$ cat config.mk
export PLATFORM = sky130hd
export DESIGN_NAME = vcc_regs
export DESIGN_NICKNAME = d
export VERILOG_FILES = /design/src/design/vcc_pkg.sv /design/src/design/vcc_apb_slave.sv /design/src/design/vcc_regs.sv /design/src/design/vcc_sync2.sv
export SDC_FILE = /design/constraint.sdc
export NUM_CORES = 1
export LEC_CHECK = 0
export BUFFER_PORTS_ARGS = -buffer_cell sky130_fd_sc_hd__clkbuf_2
export CAP_MARGIN = 15
export CORE_ASPECT_RATIO = 0.7
export CORE_MARGIN = 2
export CORE_UTILIZATION = 47
export CTS_BUF_LIST = sky130_fd_sc_hd__clkbuf_4
export DETAILED_ROUTE_END_ITERATION = 10
export PLACE_DENSITY_LB_ADDON = 0.25
export SYNTH_ARGS = -nofsm -noshare
export SYNTH_HDL_FRONTEND = slang
export SYNTH_SLANG_ARGS = --single-unit
$ cat constraint.sdc
create_clock -name sys_clk_i -period 2 [get_ports sys_clk_i]
set_input_delay 0.3 -clock sys_clk_i [delete_from_list [all_inputs] [get_ports sys_clk_i]]
set_output_delay 0.3 -clock sys_clk_i [all_outputs]
set_load 0.01 [all_outputs]
$ cat src/design/vcc_pkg.sv
/*
  Shared constants and carrier types for the virtual channel capability register block.
  Assumes a 100 MHz core clock and 32-bit APB with byte addresses on a 12-bit bus.
*/
package vcc_pkg;
  // ==========================================================================
  // register map (byte addresses)
  localparam logic [11:0] OFF_CAP_HDR  = 12'h140;
  localparam logic [11:0] OFF_PVC_CAP1 = 12'h144;
  localparam logic [11:0] OFF_PVC_CAP2 = 12'h148;
  localparam logic [11:0] OFF_PVC_CTRL = 12'h14c;
  // ==========================================================================
  // field positions
  localparam int CAP_ID_LSB  = 0;
  localparam int CAP_VER_LSB = 16;
  localparam int NEXT_LSB    = 20;
  localparam int EXT_VC_LSB  = 0;
  localparam int LOW_PRIORITY_VC_GROUP_LSB    = 4;
  localparam int REFCLK_LSB  = 8;
  localparam int ENTRY_LSB   = 10;
  localparam int ARBCAP_LSB  = 0;
  localparam int TBLOFF_LSB  = 24;
  localparam int LOAD_BIT    = 0;
  localparam int SEL_LSB     = 1;
  localparam int TSTAT_BIT   = 16;
  // ==========================================================================
  // fixed values and reset values
  localparam logic [15:0] CAP_ID       = 16'h0002;
  localparam logic [3:0]  CAP_VER      = 4'h1;
  localparam logic [11:0] NEXT_PTR     = 12'h20c;
  localparam logic [1:0]  EXT_HI_RST   = 2'h0;
  localparam logic [2:0]  LOW_PRIORITY_VC_GROUP_RST     = 3'h0;
  localparam logic [1:0]  REFCLK_100NS = 2'h0;
  localparam logic [1:0]  ENTRY_4BIT   = 2'h2;
  localparam logic [7:0]  ARBCAP_ON    = 8'h03;
  localparam logic [7:0]  ARBCAP_OFF   = 8'h00;
  localparam logic [7:0]  TBLOFF_ON    = 8'h03;
  localparam logic [7:0]  TBLOFF_OFF   = 8'h00;
  localparam logic [2:0]  SEL_RST      = 3'h0;
  localparam logic [2:0]  SEL_MAX      = 3'h1;
  // ==========================================================================
  // timing
  localparam int CLK_PERIOD_NS = 10;
  localparam int REF_CLK_NS    = 100;
  localparam int REF_CLK_CYC   = REF_CLK_NS / CLK_PERIOD_NS;
  // ==========================================================================
  // types
  typedef enum logic [1:0] {
    VCC_IDLE    = 2'h0,
    VCC_LOADING = 2'h1
  } vcc_load_e;

  typedef struct packed {
    logic        psel;
    logic        penable;
    logic        pwrite;
    logic [11:0] paddr;
    logic [31:0] pwdata;
    logic [3:0]  pstrb;
  } vcc_apb_req_s;

  typedef struct packed {
    logic [31:0] prdata;
    logic        pready;
    logic        pslverr;
  } vcc_apb_rsp_s;
endpackage

$ cat src/design/vcc_apb_slave.sv
/*
  APB protocol slave: takes read data at the setup edge, answers in the first access cycle.
  Assumes the register core decodes paddr combinationally and acts on wr_o.
*/
`timescale 1ns/10ps
module vcc_apb_slave
  import vcc_pkg::*;
(
  input  wire logic         sys_clk_i,
  input  wire logic         rst_i,
  input  wire vcc_apb_req_s req_i,
  input  wire logic [31:0]  rdata_i,
  input  wire logic         hit_i,
  output vcc_apb_rsp_s      rsp_o,
  output logic              wr_o
);
  typedef struct packed {
    logic [31:0] prdata;
    logic        err;
  } vcc_apb_st_s;

  vcc_apb_st_s r;
  vcc_apb_st_s nxt;
  logic        setup;

  // ==========================================================================
  // capture at setup so read data comes straight from flip-flops
  assign setup = req_i.psel && !req_i.penable;

  always_comb begin
    nxt = r;
    if (setup) begin
      nxt.prdata = (!req_i.pwrite && hit_i) ? rdata_i : 32'h0000_0000;
      nxt.err    = !hit_i;
    end
  end

  always_ff @(posedge sys_clk_i) begin
    if (rst_i) begin
      r <= '0;
    end else begin
      r <= nxt;
    end
  end

  // zero wait states: the access phase always completes in its first cycle
  assign rsp_o.pready  = req_i.psel && req_i.penable;
  assign rsp_o.prdata  = r.prdata;
  assign rsp_o.pslverr = r.err && req_i.psel && req_i.penable;
  assign wr_o          = req_i.psel && req_i.penable && req_i.pwrite;
endmodule // vcc_apb_slave

$ cat src/design/vcc_regs.sv
/*
  Virtual channel capability register block of one switch port: capability header,
  two port VC capability words and the port VC control/status word, over APB.
  Assumes a configuration EEPROM loader on the same clock, a strap pin from outside,
  and arbitration hardware that reports when it has taken a loaded table.
*/
// Added by the designer: the APB register port.
`timescale 1ns/10ps
module vcc_regs
  import vcc_pkg::*;
(
  input  wire logic        sys_clk_i,
  input  wire logic        rst_i,
  // apb slave port
  input  wire logic        psel_i,
  input  wire logic        penable_i,
  input  wire logic        pwrite_i,
  input  wire logic [11:0] paddr_i,
  input  wire logic [31:0] pwdata_i,
  input  wire logic [3:0]  pstrb_i,
  output logic [31:0]      prdata_o,
  output logic             pready_o,
  output logic             pslverr_o,
  // strap pin and EEPROM autoload
  input  wire logic        second_vc_strap_i,
  input  wire logic        ee_load_i,
  input  wire logic [2:0]  ee_ext_vc_i,
  input  wire logic [2:0]  ee_low_priority_vc_group_i,
  // arbitration hardware side
  input  wire logic        tbl_entry_wr_i,
  input  wire logic        tbl_load_done_i,
  output logic             arb_load_o,
  output logic [2:0]       arb_sel_o,
  output logic [2:0]       ext_vc_count_o,
  output logic [2:0]       low_priority_vc_group_o,
  output logic             tbl_status_o,
  output logic             ref_tick_o
);
  localparam int TICK_GAP = REF_CLK_CYC;

  typedef struct packed {
    logic [1:0] ext_hi;
    logic       ext_b0;
    logic [2:0] low_priority_vc_group;
    logic [2:0] sel;
    logic       tstat;
    logic       load_p;
    vcc_load_e  st;
    logic       strap_done;
    logic [3:0] ref_cnt;
    logic       ref_tick;
  } vcc_regs_s;

  localparam vcc_regs_s RST = '{
    ext_hi:     EXT_HI_RST,
    ext_b0:     1'b0,
    low_priority_vc_group:       LOW_PRIORITY_VC_GROUP_RST,
    sel:        SEL_RST,
    tstat:      1'b0,
    load_p:     1'b0,
    st:         VCC_IDLE,
    strap_done: 1'b0,
    ref_cnt:    4'h0,
    ref_tick:   1'b0
  };

  vcc_regs_s    r;
  vcc_regs_s    nxt;
  vcc_apb_req_s req;
  vcc_apb_rsp_s rsp;
  logic [31:0]  rd_word;
  logic         hit;
  logic         wr;
  logic         ctrl_wr;
  logic         strap_s;

  // ==========================================================================
  // address decode, shared by the read mux and the error answer
  function automatic logic map_hit(input logic [11:0] a);
    return (a == OFF_CAP_HDR) || (a == OFF_PVC_CAP1) ||
           (a == OFF_PVC_CAP2) || (a == OFF_PVC_CTRL);
  endfunction

  // select values outside the supported set fall back to the default scheme
  function automatic logic [2:0] eff_sel(input logic [2:0] s);
    return (s <= SEL_MAX) ? s : SEL_RST;
  endfunction

  // ==========================================================================
  // bus protocol and strap synchroniser
  assign req.psel    = psel_i;
  assign req.penable = penable_i;
  assign req.pwrite  = pwrite_i;
  assign req.paddr   = paddr_i;
  assign req.pwdata  = pwdata_i;
  assign req.pstrb   = pstrb_i;
  assign hit         = map_hit(paddr_i);

  vcc_apb_slave u_apb (
    .sys_clk_i (sys_clk_i),
    .rst_i     (rst_i),
    .req_i     (req),
    .rdata_i   (rd_word),
    .hit_i     (hit),
    .rsp_o     (rsp),
    .wr_o      (wr)
  );

  vcc_sync2 u_strap (
    .sys_clk_i (sys_clk_i),
    .rst_i     (rst_i),
    .async_i   (second_vc_strap_i),
    .sync_o    (strap_s)
  );

  assign prdata_o  = rsp.prdata;
  assign pready_o  = rsp.pready;
  assign pslverr_o = rsp.pslverr;

  // only the control word is writable, and only its low byte holds writable fields
  assign ctrl_wr = wr && (paddr_i == OFF_PVC_CTRL) && pstrb_i[0];

  // ==========================================================================
  // read mux; reserved bits and unmapped words read zero
  always_comb begin
    rd_word = 32'h0000_0000;
    case (paddr_i)
      OFF_CAP_HDR: begin
        rd_word[CAP_ID_LSB +: 16] = CAP_ID;
        rd_word[CAP_VER_LSB +: 4] = CAP_VER;
        rd_word[NEXT_LSB +: 12]   = NEXT_PTR;
      end
      OFF_PVC_CAP1: begin
        rd_word[EXT_VC_LSB +: 3] = {r.ext_hi, r.ext_b0};
        rd_word[LOW_PRIORITY_VC_GROUP_LSB +: 3]   = r.low_priority_vc_group;
        rd_word[REFCLK_LSB +: 2] = REFCLK_100NS;
        rd_word[ENTRY_LSB +: 2]  = ENTRY_4BIT;
      end
      OFF_PVC_CAP2: begin
        rd_word[ARBCAP_LSB +: 8] = r.ext_b0 ? ARBCAP_ON : ARBCAP_OFF;
        rd_word[TBLOFF_LSB +: 8] = r.ext_b0 ? TBLOFF_ON : TBLOFF_OFF;
      end
      OFF_PVC_CTRL: begin
        rd_word[LOAD_BIT]     = 1'b0;
        rd_word[SEL_LSB +: 3] = r.sel;
        rd_word[TSTAT_BIT]    = r.tstat;
      end
      default: rd_word = 32'h0000_0000;
    endcase
  end

  // ==========================================================================
  // next state of every register of the block
  always_comb begin
    nxt        = r;
    nxt.load_p = 1'b0;
    // strap is sampled once, on the first cycle after reset
    if (!r.strap_done) begin
      nxt.ext_b0     = strap_s;
      nxt.strap_done = 1'b1;
    end
    // EEPROM autoload comes later and overrides the strap value
    if (ee_load_i) begin
      {nxt.ext_hi, nxt.ext_b0} = ee_ext_vc_i;
      nxt.low_priority_vc_group                 = ee_low_priority_vc_group_i;
    end
    // control word write: the load bit is a command, never stored
    if (ctrl_wr) begin
      nxt.sel = pwdata_i[SEL_LSB +: 3];
      if (pwdata_i[LOAD_BIT]) begin
        nxt.load_p = 1'b1;
      end
    end
    // table load tracking
    case (r.st)
      VCC_IDLE: begin
        if (nxt.load_p) begin
          nxt.st = VCC_LOADING;
        end
      end
      VCC_LOADING: begin
        if (tbl_load_done_i) begin
          nxt.st    = VCC_IDLE;
          nxt.tstat = 1'b0;
        end
      end
      default: nxt.st = VCC_IDLE;
    endcase
    // an entry write in the same cycle as the done wins over the clear
    if (tbl_entry_wr_i) begin
      nxt.tstat = 1'b1;
    end
    // 100 ns reference tick for time-based arbitration
    if (r.ref_cnt == 4'(REF_CLK_CYC - 1)) begin
      nxt.ref_cnt  = 4'h0;
      nxt.ref_tick = 1'b1;
    end else begin
      nxt.ref_cnt  = r.ref_cnt + 4'h1;
      nxt.ref_tick = 1'b0;
    end
  end

  always_ff @(posedge sys_clk_i) begin
    if (rst_i) begin
      r <= RST;
    end else begin
      r <= nxt;
    end
  end

  // ==========================================================================
  // outputs to the arbitration hardware, all from flip-flops except arb_sel_o, which passes r.sel through eff_sel
  assign arb_load_o              = r.load_p;
  assign arb_sel_o               = eff_sel(r.sel);
  assign ext_vc_count_o          = {r.ext_hi, r.ext_b0};
  assign low_priority_vc_group_o = r.low_priority_vc_group;
  assign tbl_status_o            = r.tstat;
  assign ref_tick_o              = r.ref_tick;
endmodule // vcc_regs

$ cat src/design/vcc_sync2.sv
/*
  Two-stage synchroniser for a single level from outside the core clock domain.
  Assumes the input is a slow level such as a strap pin.
*/
`timescale 1ns/10ps
module vcc_sync2
  import vcc_pkg::*;
(
  input  wire logic sys_clk_i,
  input  wire logic rst_i,
  input  wire logic async_i,
  output logic      sync_o
);
  typedef struct packed {
    logic s1;
    logic s2;
  } vcc_sync_s;

  vcc_sync_s r;
  vcc_sync_s nxt;

  // ==========================================================================
  // only the second stage is visible outside
  always_comb begin
    nxt    = r;
    nxt.s1 = async_i;
    nxt.s2 = r.s1;
  end

  // no reset on purpose: the chain refills from the pin while reset is held, so the
  // level is already valid at the first edge after release; rst_i is left unused
  always_ff @(posedge sys_clk_i) begin
    r <= nxt;
  end

  assign sync_o = r.s2;
endmodule // vcc_sync2
==> impl_metrics.py, run 1 <==
metrics = {
    "run_status": {
        "status": "complete, no violations",
    },
    "place": {
        "routabilityCongestion": 0.724,
        "dp_cells": 253,
        "io_buffers": 57,
        "placed_cell_area_mm2": 0.00176,
        "dpl.hpwl_um": 2450,
    },
    "timing": {
        "setup_tns_ns": 0,
        "setup_violations": 0,
        "max_freq_ghz": 0.715,
        "whs_ns": 0.0770,
        "max_slew_margin_pct": 47.9,
        "worst_slew_pin_slew_ns": 0.779,
        "slew_violations": 0,
        "finClkSkew_ns": 0.00802,
        "fin_crit_sh_pct": 69.9,
        "final_hold_viol_count": 0,
        "rsz0062_at_grt": "false",
        "fin_crit_ns": 1.40,
    },
    "floorplan": {
        "start_util_pct": 48.2,
        "placementRows": 18,
        "die_y_um": 53.9,
        "core_mm2": 0.00347,
        "dieArea_mm2": 0.00406,
        "die-width_um": 75.3,
        "io_pins": 109,
    },
    "synth": {
        "postSynthAreaPerCell_um2": 9.72,
        "synthTopCellsByArea": "dfxtp_1 (40%), buf_4 (18%), o2bb2ai_1 (6.3%)",
        "synth_top_cell_area_share_pct": 39.5,
        "yosysSeqAreaShare_pct": 39.5,
        "syn-instance-count": 172,
        "ys_types": 38,
        "ys_seq_elements": 33,
        "syn-cell-area_mm2": 0.00167,
        "ys_warn_count": 0,
        "synth_area_leader_cell": "dfxtp_1",
    },
    "clocking": {
        "cts-resized-gates": 0,
        "cts_root_buffer": "clkbuf_4",
        "clock_latency_ns": 0.32,
        "clkSlewWorstSetupHoldPaths_ns": 0.09,
        "hold_buffers": 0,
        "cts_tree": "built",
        "clockBufferDepth": 2,
        "numCtsBuffers": 5,
        "cts_setup_buffers": 0,
        "htreeDepth": 2,
        "clkSinkCount": 33,
    },
    "detailed_routing": {
        "drc": 0,
        "routedWlPerCell_um": 11.6,
        "first_iter_violations": 24,
        "wl_um": 3030,
        "ant_nets": 0,
        "viasPerCell": 4.66,
        "dr.pass1.iters": 4,
        "vias": 1217,
    },
    "grt": {
        "grt_usage_pct": 15.7,
        "grt_pass1_vias": 1132,
        "grt_max_degree": 17,
        "antenna_found_initial": 0,
        "grt_pass1_wl_um": 4740,
        "gr-total-overflow": 0,
    },
    "critical_path": {
        "startpoint_type": "register",
        "r2r_start": "r[2]",
        "cp.required_ns": 1.70,
        "rrSetupSlack_ns": 0.73,
        "cpPeakStageDelay_ns": 0.36,
        "rr_endpoint": "r[4]",
        "path_max_fanout": 3,
        "endpoint_kind": "output port",
        "critPathKind": "reg2out",
        "crit_arrival_ns": 1.10,
        "r2r_cells": 4,
        "slowest_stage": "dfxtp_1",
        "path_cells": "nor3b_1 > clkbuf_2",
    },
    "power": {
        "total_power_mw": 1.32,
        "power_per_cell_area_mw_per_mm2": 716,
        "ir_worst_vdd_uv": 373,
        "p_leak_nw": 0.865,
    },
    "cells_and_area": {
        "drive_above_1_share_pct": 35.5,
        "layout.cells.non_filler": 261,
        "design_area_mm2": 0.00184,
        "diodes": 0,
        "syn2layout_area_growth_pct": 9.95,
        "fin_nets": 275,
    },
    "hold_path": {
        "worstHoldPathCells": 1,
        "whs_endpoint": "u_strap.nxt[0]",
        "hold_path.startpoint": "second_vc_strap_i",
        "min_path_type": "in2reg",
    },
    "job": {
        "maxCapViolations": 0,
    },
}
-- worst max-delay path by stage --
stage                     cells past startpoint  slack [ns]       start      endpoint
final                                         2        0.60       r[10]  arb_sel_o[0]
after global routing                          2        0.49       r[10]  arb_sel_o[0]
after CTS                                     2        0.60       r[10]  arb_sel_o[0]
after detailed placement                      4        0.51  paddr_i[9]         r[10]
after global placement                        4        0.56  paddr_i[9]         r[11]
after floorplan                               5        0.77  paddr_i[3]          r[6]
-- synth_stat cells, drive strengths merged --
cell type and count:
and4 2, nand3b 1, mux2 2, nand3 2, buf 44, and3 1
clkinv 1, nor4b 3, o211a 1, a22o 1, and2 2, ha 2
or3b 1, nand2b 1, nand4 4, or2 1, nor2 10, o2bb2ai 12
conb 1, nor3 3, and4bb 1, mux2i 10, and3b 1, nor3b 4
a21o 1, clkbuf 2, a21boi 1, a21oi 3, dfxtp 33, nor2b 3
inv 3, nand2 13, o21ai 2
-- kinds of logic (layout without fill, tap and decap cells) --
| logic type | Yosys count | count (layout) | synth area share, % |
|---|---|---|---|
| AND/OR/NAND/NOR | 53 | 53 | 20.4 |
| buffers and inverters | 50 | 70 | 21.2 |
| flip-flops | 33 | 33 | 39.5 |
| AO/OA/AOI/OAI | 21 | 21 | 9.88 |
| multiplexers | 12 | 12 | 7.34 |
| adder cells (fa/ha/maj) | 2 | 2 | 1.50 |
| other | 1 | 20 | 0.224 |
-- sequential cells by signal, indices dropped and copies added (netlist names) --
name,count
tbl_status_o,1
u_apb.rsp_o,12
ref_tick_o,1
ext_vc_count_o,3
low_priority_vc_group_o,3
arb_load_o,1
u_strap.sync_o,1
u_strap.nxt,1
r,9
u_apb.r,1
-- layout by cell type (no fill, tap or decap), types with 3 or more instances in the layout --
cell type,synthesis,routed
a21oi_1,3,3
clkbuf_2,0,57
clkbuf_4,0,6
conb_1,1,20
dfxtp_1,33,33
inv_1,3,3
mux2i_1,10,10
nand2_1,13,13
nand4_1,3,3
nor2_1,10,10
nor2b_1,3,3
nor3_1,3,3
nor3b_1,4,4
o2bb2ai_1,12,12
-- critical path, delay by kind of cell, from the launching register on --
kind	cells	cell delay, ns
flip-flops	1	0.36
AND/OR/NAND/NOR	1	0.25
buffers and inverters	1	0.18
-- metrics by stage --
| stage | setup WS [ns] | util, % |
|---|---|---|
| floorplan | 0.767 | - |
| global placement | 0.559 | 50.7 |
| detailed placement | 0.507 | 50.7 |
| CTS | 0.596 | 53.0 |
| global route | 0.486 | 53.0 |
| finish | 0.601 | 53.0 |
-- where the power goes --
part           switching, mW  internal (mW)  total, mW
sequential            0.0159          0.676      0.691
combinational         0.0801         0.0616      0.142
clock                  0.209          0.274      0.483
total                  0.305           1.01       1.32
-- layout make-up --
type | instances | area (um^2)
fillers | 345 | 1630
repair buffers | 58 | 293
clock inverters | 2 | 33.8
inverters | 4 | 15.0
flip-flops and latches | 33 | 661
multi-input cells | 108 | 728
well taps | 50 | 62.6
clock buffers | 6 | 45.0
-- routing by layer --
metal | share of wire, % | track usage (%)
met2 | 46 | 26.1
met1 | 43 | 18.8
met3 | 10 | 5.99
met4 | 0.99 | 5.56
met5 | 0 | 0
No activity file was read; power rests on OpenSTA's default activity.
==> run 2, diff against run 1 <==
- CORE_UTILIZATION: 47 -> 39
- clock period: 2 -> 1.15 ns (I/O delays scaled with it)
==> run 2 against run 1 <==
Against the previous run: the flow now finishes with violations (negative setup slack); total power increased by 61%; utilization decreased by 4.5 points; die area increased by 19%; clock skew decreased by 0.0019 ns; combinational power increased by 100%; sequential share of layout area decreased by 1.7 points; via count increased by 2.9%; design area increased by 6.0%; setup slack got worse by 0.63 ns; critical endpoint unchanged.
==> impl_metrics.py, run 2 (same netlist as run 1, synthesis figures left out) <==
metrics = {
    "detailed_routing": {
        "drc": 0,
        "vias": 1252,
        "first_iter_violations": 40,
        "viasPerCell": 4.54,
        "routedWlPerCell_um": 11.9,
        "ant_nets": 0,
        "dr.pass1.iters": 4,
        "wl_um": 3290,
    },
    "cells_and_area": {
        "fin_nets": 288,
        "layout.cells.non_filler": 276,
        "diodes": 0,
        "final_cell_mix": "clkbuf_2 (55), dfxtp_1 (28), conb_1 (20), nand2_1 (13), buf_4 (13)",
        "drive_above_1_share_pct": 43.3,
        "fillCellCount": 402,
        "largest_reg_flops": 12,
        "syn2layout_area_growth_pct": 16.5,
        "mostFrequentLayoutCell": "clkbuf_2",
    },
    "place": {
        "io_buffers": 57,
        "routabilityCongestion": 0.731,
        "dp_cells": 266,
        "dpl.hpwl_um": 2570,
        "preCtsSetupSlack_ns": -0.202,
    },
    "floorplan": {
        "die-width_um": 82.3,
        "core_mm2": 0.00402,
        "placementRows": 19,
        "start_util_pct": 41.6,
        "io_pins": 109,
        "die_y_um": 58.8,
        "dieArea_mm2": 0.00483,
    },
    "timing": {
        "fin_crit_ns": 1.17,
        "max_slew_margin_pct": 41.5,
        "setup_slack_ns": -0.0248,
        "whs_ns": 0.0492,
        "worst_slew_pin_slew_ns": 0.874,
        "finClkSkew_ns": 0.00615,
        "slew_violations": 0,
        "final_hold_viol_count": 0,
        "setup_tns_ns": -0.0248,
        "rsz0062_at_grt": "true",
        "fin_crit_sh_pct": 102,
        "setup_violations": 1,
        "max_freq_ghz": 0.851,
    },
    "power": {
        "power_per_cell_area_mw_per_mm2": 1090,
        "total_power_mw": 2.12,
        "power_frac_seq_pct": 56.5,
        "p_leak_nw": 0.931,
        "switching_share_pct": 26.2,
        "internal_power_mw": 1.57,
        "power_frac_clock_pct": 29.9,
        "combPwrFrac_pct": 13.6,
        "p_sw_mw": 0.555,
        "ir_worst_vdd_uv": 551,
    },
    "grt": {
        "grt_pass1_wl_um": 5170,
        "grt_usage_pct": 14.4,
        "gr-total-overflow": 0,
        "grt_pass1_vias": 1170,
        "grt_max_degree": 15,
        "antenna_found_initial": 0,
    },
    "run_status": {
        "violations": "negative setup slack",
        "status": "finished, violations left",
    },
    "clocking": {
        "clkSlewWorstSetupHoldPaths_ns": 0.10,
        "numCtsBuffers": 5,
        "clock_latency_ns": 0.33,
        "clockBufferDepth": 2,
        "htreeDepth": 2,
        "clkSinkCount": 33,
        "cts_tree": "built",
        "cts_root_buffer": "clkbuf_4",
    },
    "critical_path": {
        "path_max_fanout": 3,
        "crit_arrival_ns": 1.00,
        "critPathKind": "reg2out",
        "endpoint_kind": "output port",
        "startpoint_type": "register",
        "cp.required_ns": 0.98,
    },
    "hold_path": {
        "min_path_type": "in2reg",
    },
    "job": {
        "maxCapViolations": 0,
    },
}
==> run 2: cell count changes in the layout (fill, tap and decap cells not counted), moves of 2 or more <==
cell      change
buf_4        +12
clkinv_2      +2
dfxtp_2       +5
clkbuf_2      -2
dfxtp_1       -5
==> run 2: routing by layer <==
metal | up-vias | part of all wire (%) | routed length [um] | GRT usage [%]
met4 | 0 | 2.0 | 67 | 7.86
met1 | 543 | 52 | 1710 | 19.4
met2 | 62 | 38 | 1240 | 21.2
met3 | 7 | 8.5 | 280 | 3.37
met5 | - | 0 | 0 | 0
li1 | 640 | - | - | -
==> run 2: cell type report <==
cell class / count / area, um^2 / share of cell area [%]
timing repair buffer: 71 / 399 / 20.5
clock buffer: 6 / 45.0 / 2.31
sequential: 33 / 667 / 34.2
multi-input combinational: 108 / 747 / 38.3
clock inverter: 2 / 10.0 / 0.514
inverter: 4 / 15.0 / 0.771
tap: 52 / 65.1 / 3.34
==> run 2: power groups by stage <==
| stage | sequential, mW | clock, mW | combinational (mW) |
|---|---|---|---|
| final | 1.20 | 0.635 | 0.289 |
| after global routing | 1.20 | 0.726 | 0.324 |
| after CTS | 1.20 | 0.666 | 0.287 |
| after detailed placement | 1.22 | 0 | 0.282 |
| after global placement | 1.22 | 0 | 0.279 |
| after floorplan | 1.22 | 0 | 0.218 |
==> run 2: through the flow <==
stage,area (um^2),util (%)
after global placement,1850,45.9
after detailed placement,1850,45.9
after floorplan,1740,-
after global routing,1950,48.5
after CTS,1930,48.1
final,1950,48.5
==> run 2: what timing repair did <==
item | in CTS | in global routing
buffers inserted | 1 | 0
resized for setup | 7 | 6
endpoints found under the hold margin | 1 | 0
pin swaps | 2 | 0
endpoints found under the setup margin | 3 | 3
hold buffers | 1 | 0
==> run 2: final timing paths <==
kind | start | to | slack, ns | cells past startpoint
setup / recovery | r[10] | arb_sel_o[0] | -0.02 | 2
hold / removal | tbl_entry_wr_i | tbl_status_o | 0.05 | 3
setup reg to reg | r[2] | r[4] | 0.08 | 4
hold reg to reg | u_strap.nxt[0] | u_strap.sync_o | 0.34 | 0
==> run 2: worst max-delay path, cell delays in order (launching register included) <==
cell	delay, ns
dfxtp_2	0.35
nor3b_2	0.17
buf_2	0.15
==> run 3, diff against run 2 <==
- CORE_UTILIZATION: 39 -> 48
- SYNTH_HIERARCHICAL: not set -> 1
- clock period: 1.15 -> 1.2 ns (I/O delays scaled with it)
==> run 3 against run 2 <==
Against the previous run: the flow still finishes with violations (negative setup slack); largest cell class is now registers; clock skew increased by 0.0084 ns; critical endpoint is now u_apb/rsp_o[26]; total power increased by 55%; utilization increased by 12 points; critical path depth increased by 5; sequential share of layout area increased by 3.0 points; routed wire length increased by 35%; clock power increased by 91%; cell count increased by 28%; sequential cell count increased by 20; via count increased by 34%.
==> impl_metrics.py, run 3 <==
metrics = {
    "critical_path": {
        "cp.required_ns": 1.52,
        "r2r_cells": 4,
        "critPathKind": "in2reg",
        "crit_family": "simple AND/OR/NAND/NOR gates",
        "cpPeakStageDelay_ns": 0.52,
        "endpoint": "u_apb/rsp_o[26]",
        "crit_arrival_ns": 1.75,
        "path_max_fanout": 17,
        "worstSetupPathDepth": 7,
        "endpoint_kind": "register",
        "r2r_start": "r[11]",
        "worst-path-buf-inv": 3,
        "crit_start": "paddr_i[7]",
        "rr_endpoint": "u_apb/rsp_o[4]",
        "path_cells": "buf_6 > or4b_4 > or3_4 > clkinv_4 > and3_4 > buf_12 > a22o_1",
        "startpoint_type": "input pin",
        "rrSetupSlack_ns": -0.01,
        "slowest_stage": "or4b_4",
    },
    "detailed_routing": {
        "dr.pass1.iters": 4,
        "wl_um": 4450,
        "vias": 1676,
        "drc": 0,
        "first_iter_violations": 53,
        "viasPerCell": 4.75,
        "routedWlPerCell_um": 12.6,
        "ant_nets": 0,
    },
    "synth": {
        "ys_warn_count": 6,
        "yosysSeqAreaShare_pct": 45.4,
        "syn-instance-count": 219,
        "ys_seq_elements": 53,
        "synth_top_cell_area_share_pct": 45.4,
        "synthTopCellsByCount": "dfxtp_1 (53), buf_4 (40), a22o_1 (33), nor2_1 (12), mux2i_1 (10)",
        "ys_types": 44,
        "synthTopCellsByArea": "dfxtp_1 (45%), buf_4 (13%), a22o_1 (12%)",
        "synth_edf_count": 0,
        "ys.flop_type": "dfxtp_1",
        "syn-cell-area_mm2": 0.00233,
        "postSynthAreaPerCell_um2": 10.7,
        "yosysMostFrequentCell": "dfxtp_1",
        "synth_area_leader_cell": "dfxtp_1",
        "synthArstFlopShare_pct": 0,
    },
    "floorplan": {
        "dieArea_mm2": 0.00545,
        "die_y_um": 62.4,
        "core_mm2": 0.00473,
        "io_pins": 109,
        "placementRows": 21,
        "die-width_um": 87.4,
        "start_util_pct": 49.4,
    },
    "power": {
        "power_frac_seq_pct": 55.1,
        "power_frac_clock_pct": 36.7,
        "p_sw_mw": 0.710,
        "switching_share_pct": 21.6,
        "power_per_cell_area_mw_per_mm2": 1150,
        "combPwrFrac_pct": 8.2,
        "internal_power_mw": 2.58,
        "ir_worst_vdd_uv": 498,
        "p_leak_nw": 1.41,
    },
    "timing": {
        "max_freq_ghz": 0.699,
        "finClkSkew_ns": 0.0145,
        "slew_violations": 0,
        "setup_tns_ns": -3.45,
        "fin_crit_ns": 1.43,
        "setup_slack_ns": -0.231,
        "fin_crit_sh_pct": 119,
        "max_slew_margin_pct": 52.3,
        "rsz0062_at_grt": "true",
        "final_hold_viol_count": 0,
        "whs_ns": 0.0223,
        "setup_violations": 20,
        "worst_slew_pin_slew_ns": 0.714,
    },
    "grt": {
        "gr-total-overflow": 0,
        "met3_usage_pct": 4.79,
        "grt_usage_pct": 16.7,
        "grt_pass1_wl_um": 7280,
        "antenna_found_initial": 0,
        "grt_pass1_vias": 1578,
        "use_met2_pct": 25.0,
        "busiest_layer": "met2",
        "grt_max_degree": 33,
        "use_met1_pct": 23.7,
    },
    "clocking": {
        "clockBufferDepth": 2,
        "numCtsBuffers": 5,
        "clkSinkCount": 53,
        "cts_tree": "built",
        "clock_latency_ns": 0.36,
        "cts_root_buffer": "clkbuf_4",
        "htreeDepth": 2,
        "clkSlewWorstSetupHoldPaths_ns": 0.15,
    },
    "place": {
        "routabilityCongestion": 0.789,
        "io_buffers": 75,
        "dpl.hpwl_um": 3200,
        "preCtsSetupSlack_ns": -0.719,
        "dp_cells": 338,
    },
    "cells_and_area": {
        "mostFrequentLayoutCell": "clkbuf_2",
        "final_cell_mix": "clkbuf_2 (72), dfxtp_1 (47), a22o_1 (33), buf_4 (23), conb_1 (20)",
        "layout.cells.non_filler": 353,
        "largest_reg_flops": 32,
        "drive_above_1_share_pct": 46.3,
        "fin_nets": 360,
        "utilization_pct": 60.7,
        "syn2layout_area_growth_pct": 23.0,
        "diodes": 0,
    },
    "run_status": {
        "violations": "negative setup slack",
        "status": "finished, violations left",
    },
    "hold_path": {
        "min_path_type": "in2reg",
        "worstHoldPathCells": 3,
    },
    "job": {
        "maxCapViolations": 0,
    },
}
run 3: changes by cell type in the layout (fill, tap and decap cells not counted), sizes merged, moves of 5 or more:
cell / change
a22o: +32
buf: +14
clkbuf: +16
dfxtp: +20
nand2: -5
o2bb2ai: -12
run 3: power groups by stage:
stage / Combinational (mW) / Clock [mW] / Sequential (mW)
3_3_place_gp: 0.250 / 0 / 1.85
3_5_place_dp: 0.252 / 0 / 1.85
5_1_grt: 0.305 / 1.32 / 1.82
2_1_floorplan: 0.152 / 0 / 1.85
4_1_cts: 0.264 / 1.24 / 1.81
6_report: 0.271 / 1.21 / 1.81
run 3: metal layers:
metal | vias up | routed length, um
li1 | 866 | -
met1 | 764 | 2250
met2 | 44 | 1920
met3 | 2 | 248
met4 | 0 | 23
met5 | - | 0
run 3: cell type report:
| class | instances | area (um^2) |
|---|---|---|
| Clock buffer | 5 | 37.5 |
| Sequential cell | 53 | 1070 |
| Inverter | 3 | 16.3 |
| Timing Repair Buffer | 103 | 632 |
| Tap cell | 57 | 71.3 |
| Fill cell | 429 | 1860 |
| Clock inverter | 3 | 68.8 |
| Multi-Input combinational cell | 129 | 978 |
run 3: worst min-delay path, cell delays in order:
cell      delay [ns]
clkbuf_2        0.08
nand2_1         0.04
mux2i_1         0.06
run 3: cell families (layout without fill, tap and decap cells):
logic type | after synthesis | count (layout) | share of synthesized area (%)
buffers and inverters | 56 | 114 | 17.9
other | 1 | 20 | 0.161
AO/OA/AOI/OAI | 41 | 41 | 14.5
multiplexers | 12 | 12 | 5.25
XOR/XNOR | 1 | 1 | 0.375
flip-flops | 53 | 53 | 45.4
adder cells (fa/ha/maj) | 2 | 2 | 1.07
AND/OR/NAND/NOR | 53 | 53 | 15.3
run 3: repair_timing:
item | CTS | global route
endpoints found under the hold margin | 1 | 1
hold buffers | 1 | 1
buffers inserted | 4 | 1
pin swaps | 3 | 3
resized for setup | 14 | 8
endpoints found under the setup margin | 37 | 23
gates cloned | 0 | 0
run 3: worst min path at each step:
stage                     endpoint  slack [ns]               from
floorplan           u_strap/nxt[0]        0.21  second_vc_strap_i
global placement    u_strap/nxt[0]        0.29  second_vc_strap_i
detailed placement  u_strap/nxt[0]        0.29  second_vc_strap_i
CTS                          r[10]       0.002        pwdata_i[1]
global route                 r[12]        0.02        pwdata_i[3]
finish                       r[12]        0.02        pwdata_i[3]
run 3: metrics by stage:
step / total power, mW / cell area [um^2]
6_report: 3.29 / 2870
5_1_grt: 3.44 / 2870
4_1_cts: 3.32 / 2830
3_5_place_dp: 2.10 / 2640
3_3_place_gp: 2.10 / 2640
2_1_floorplan: 2.00 / 2410
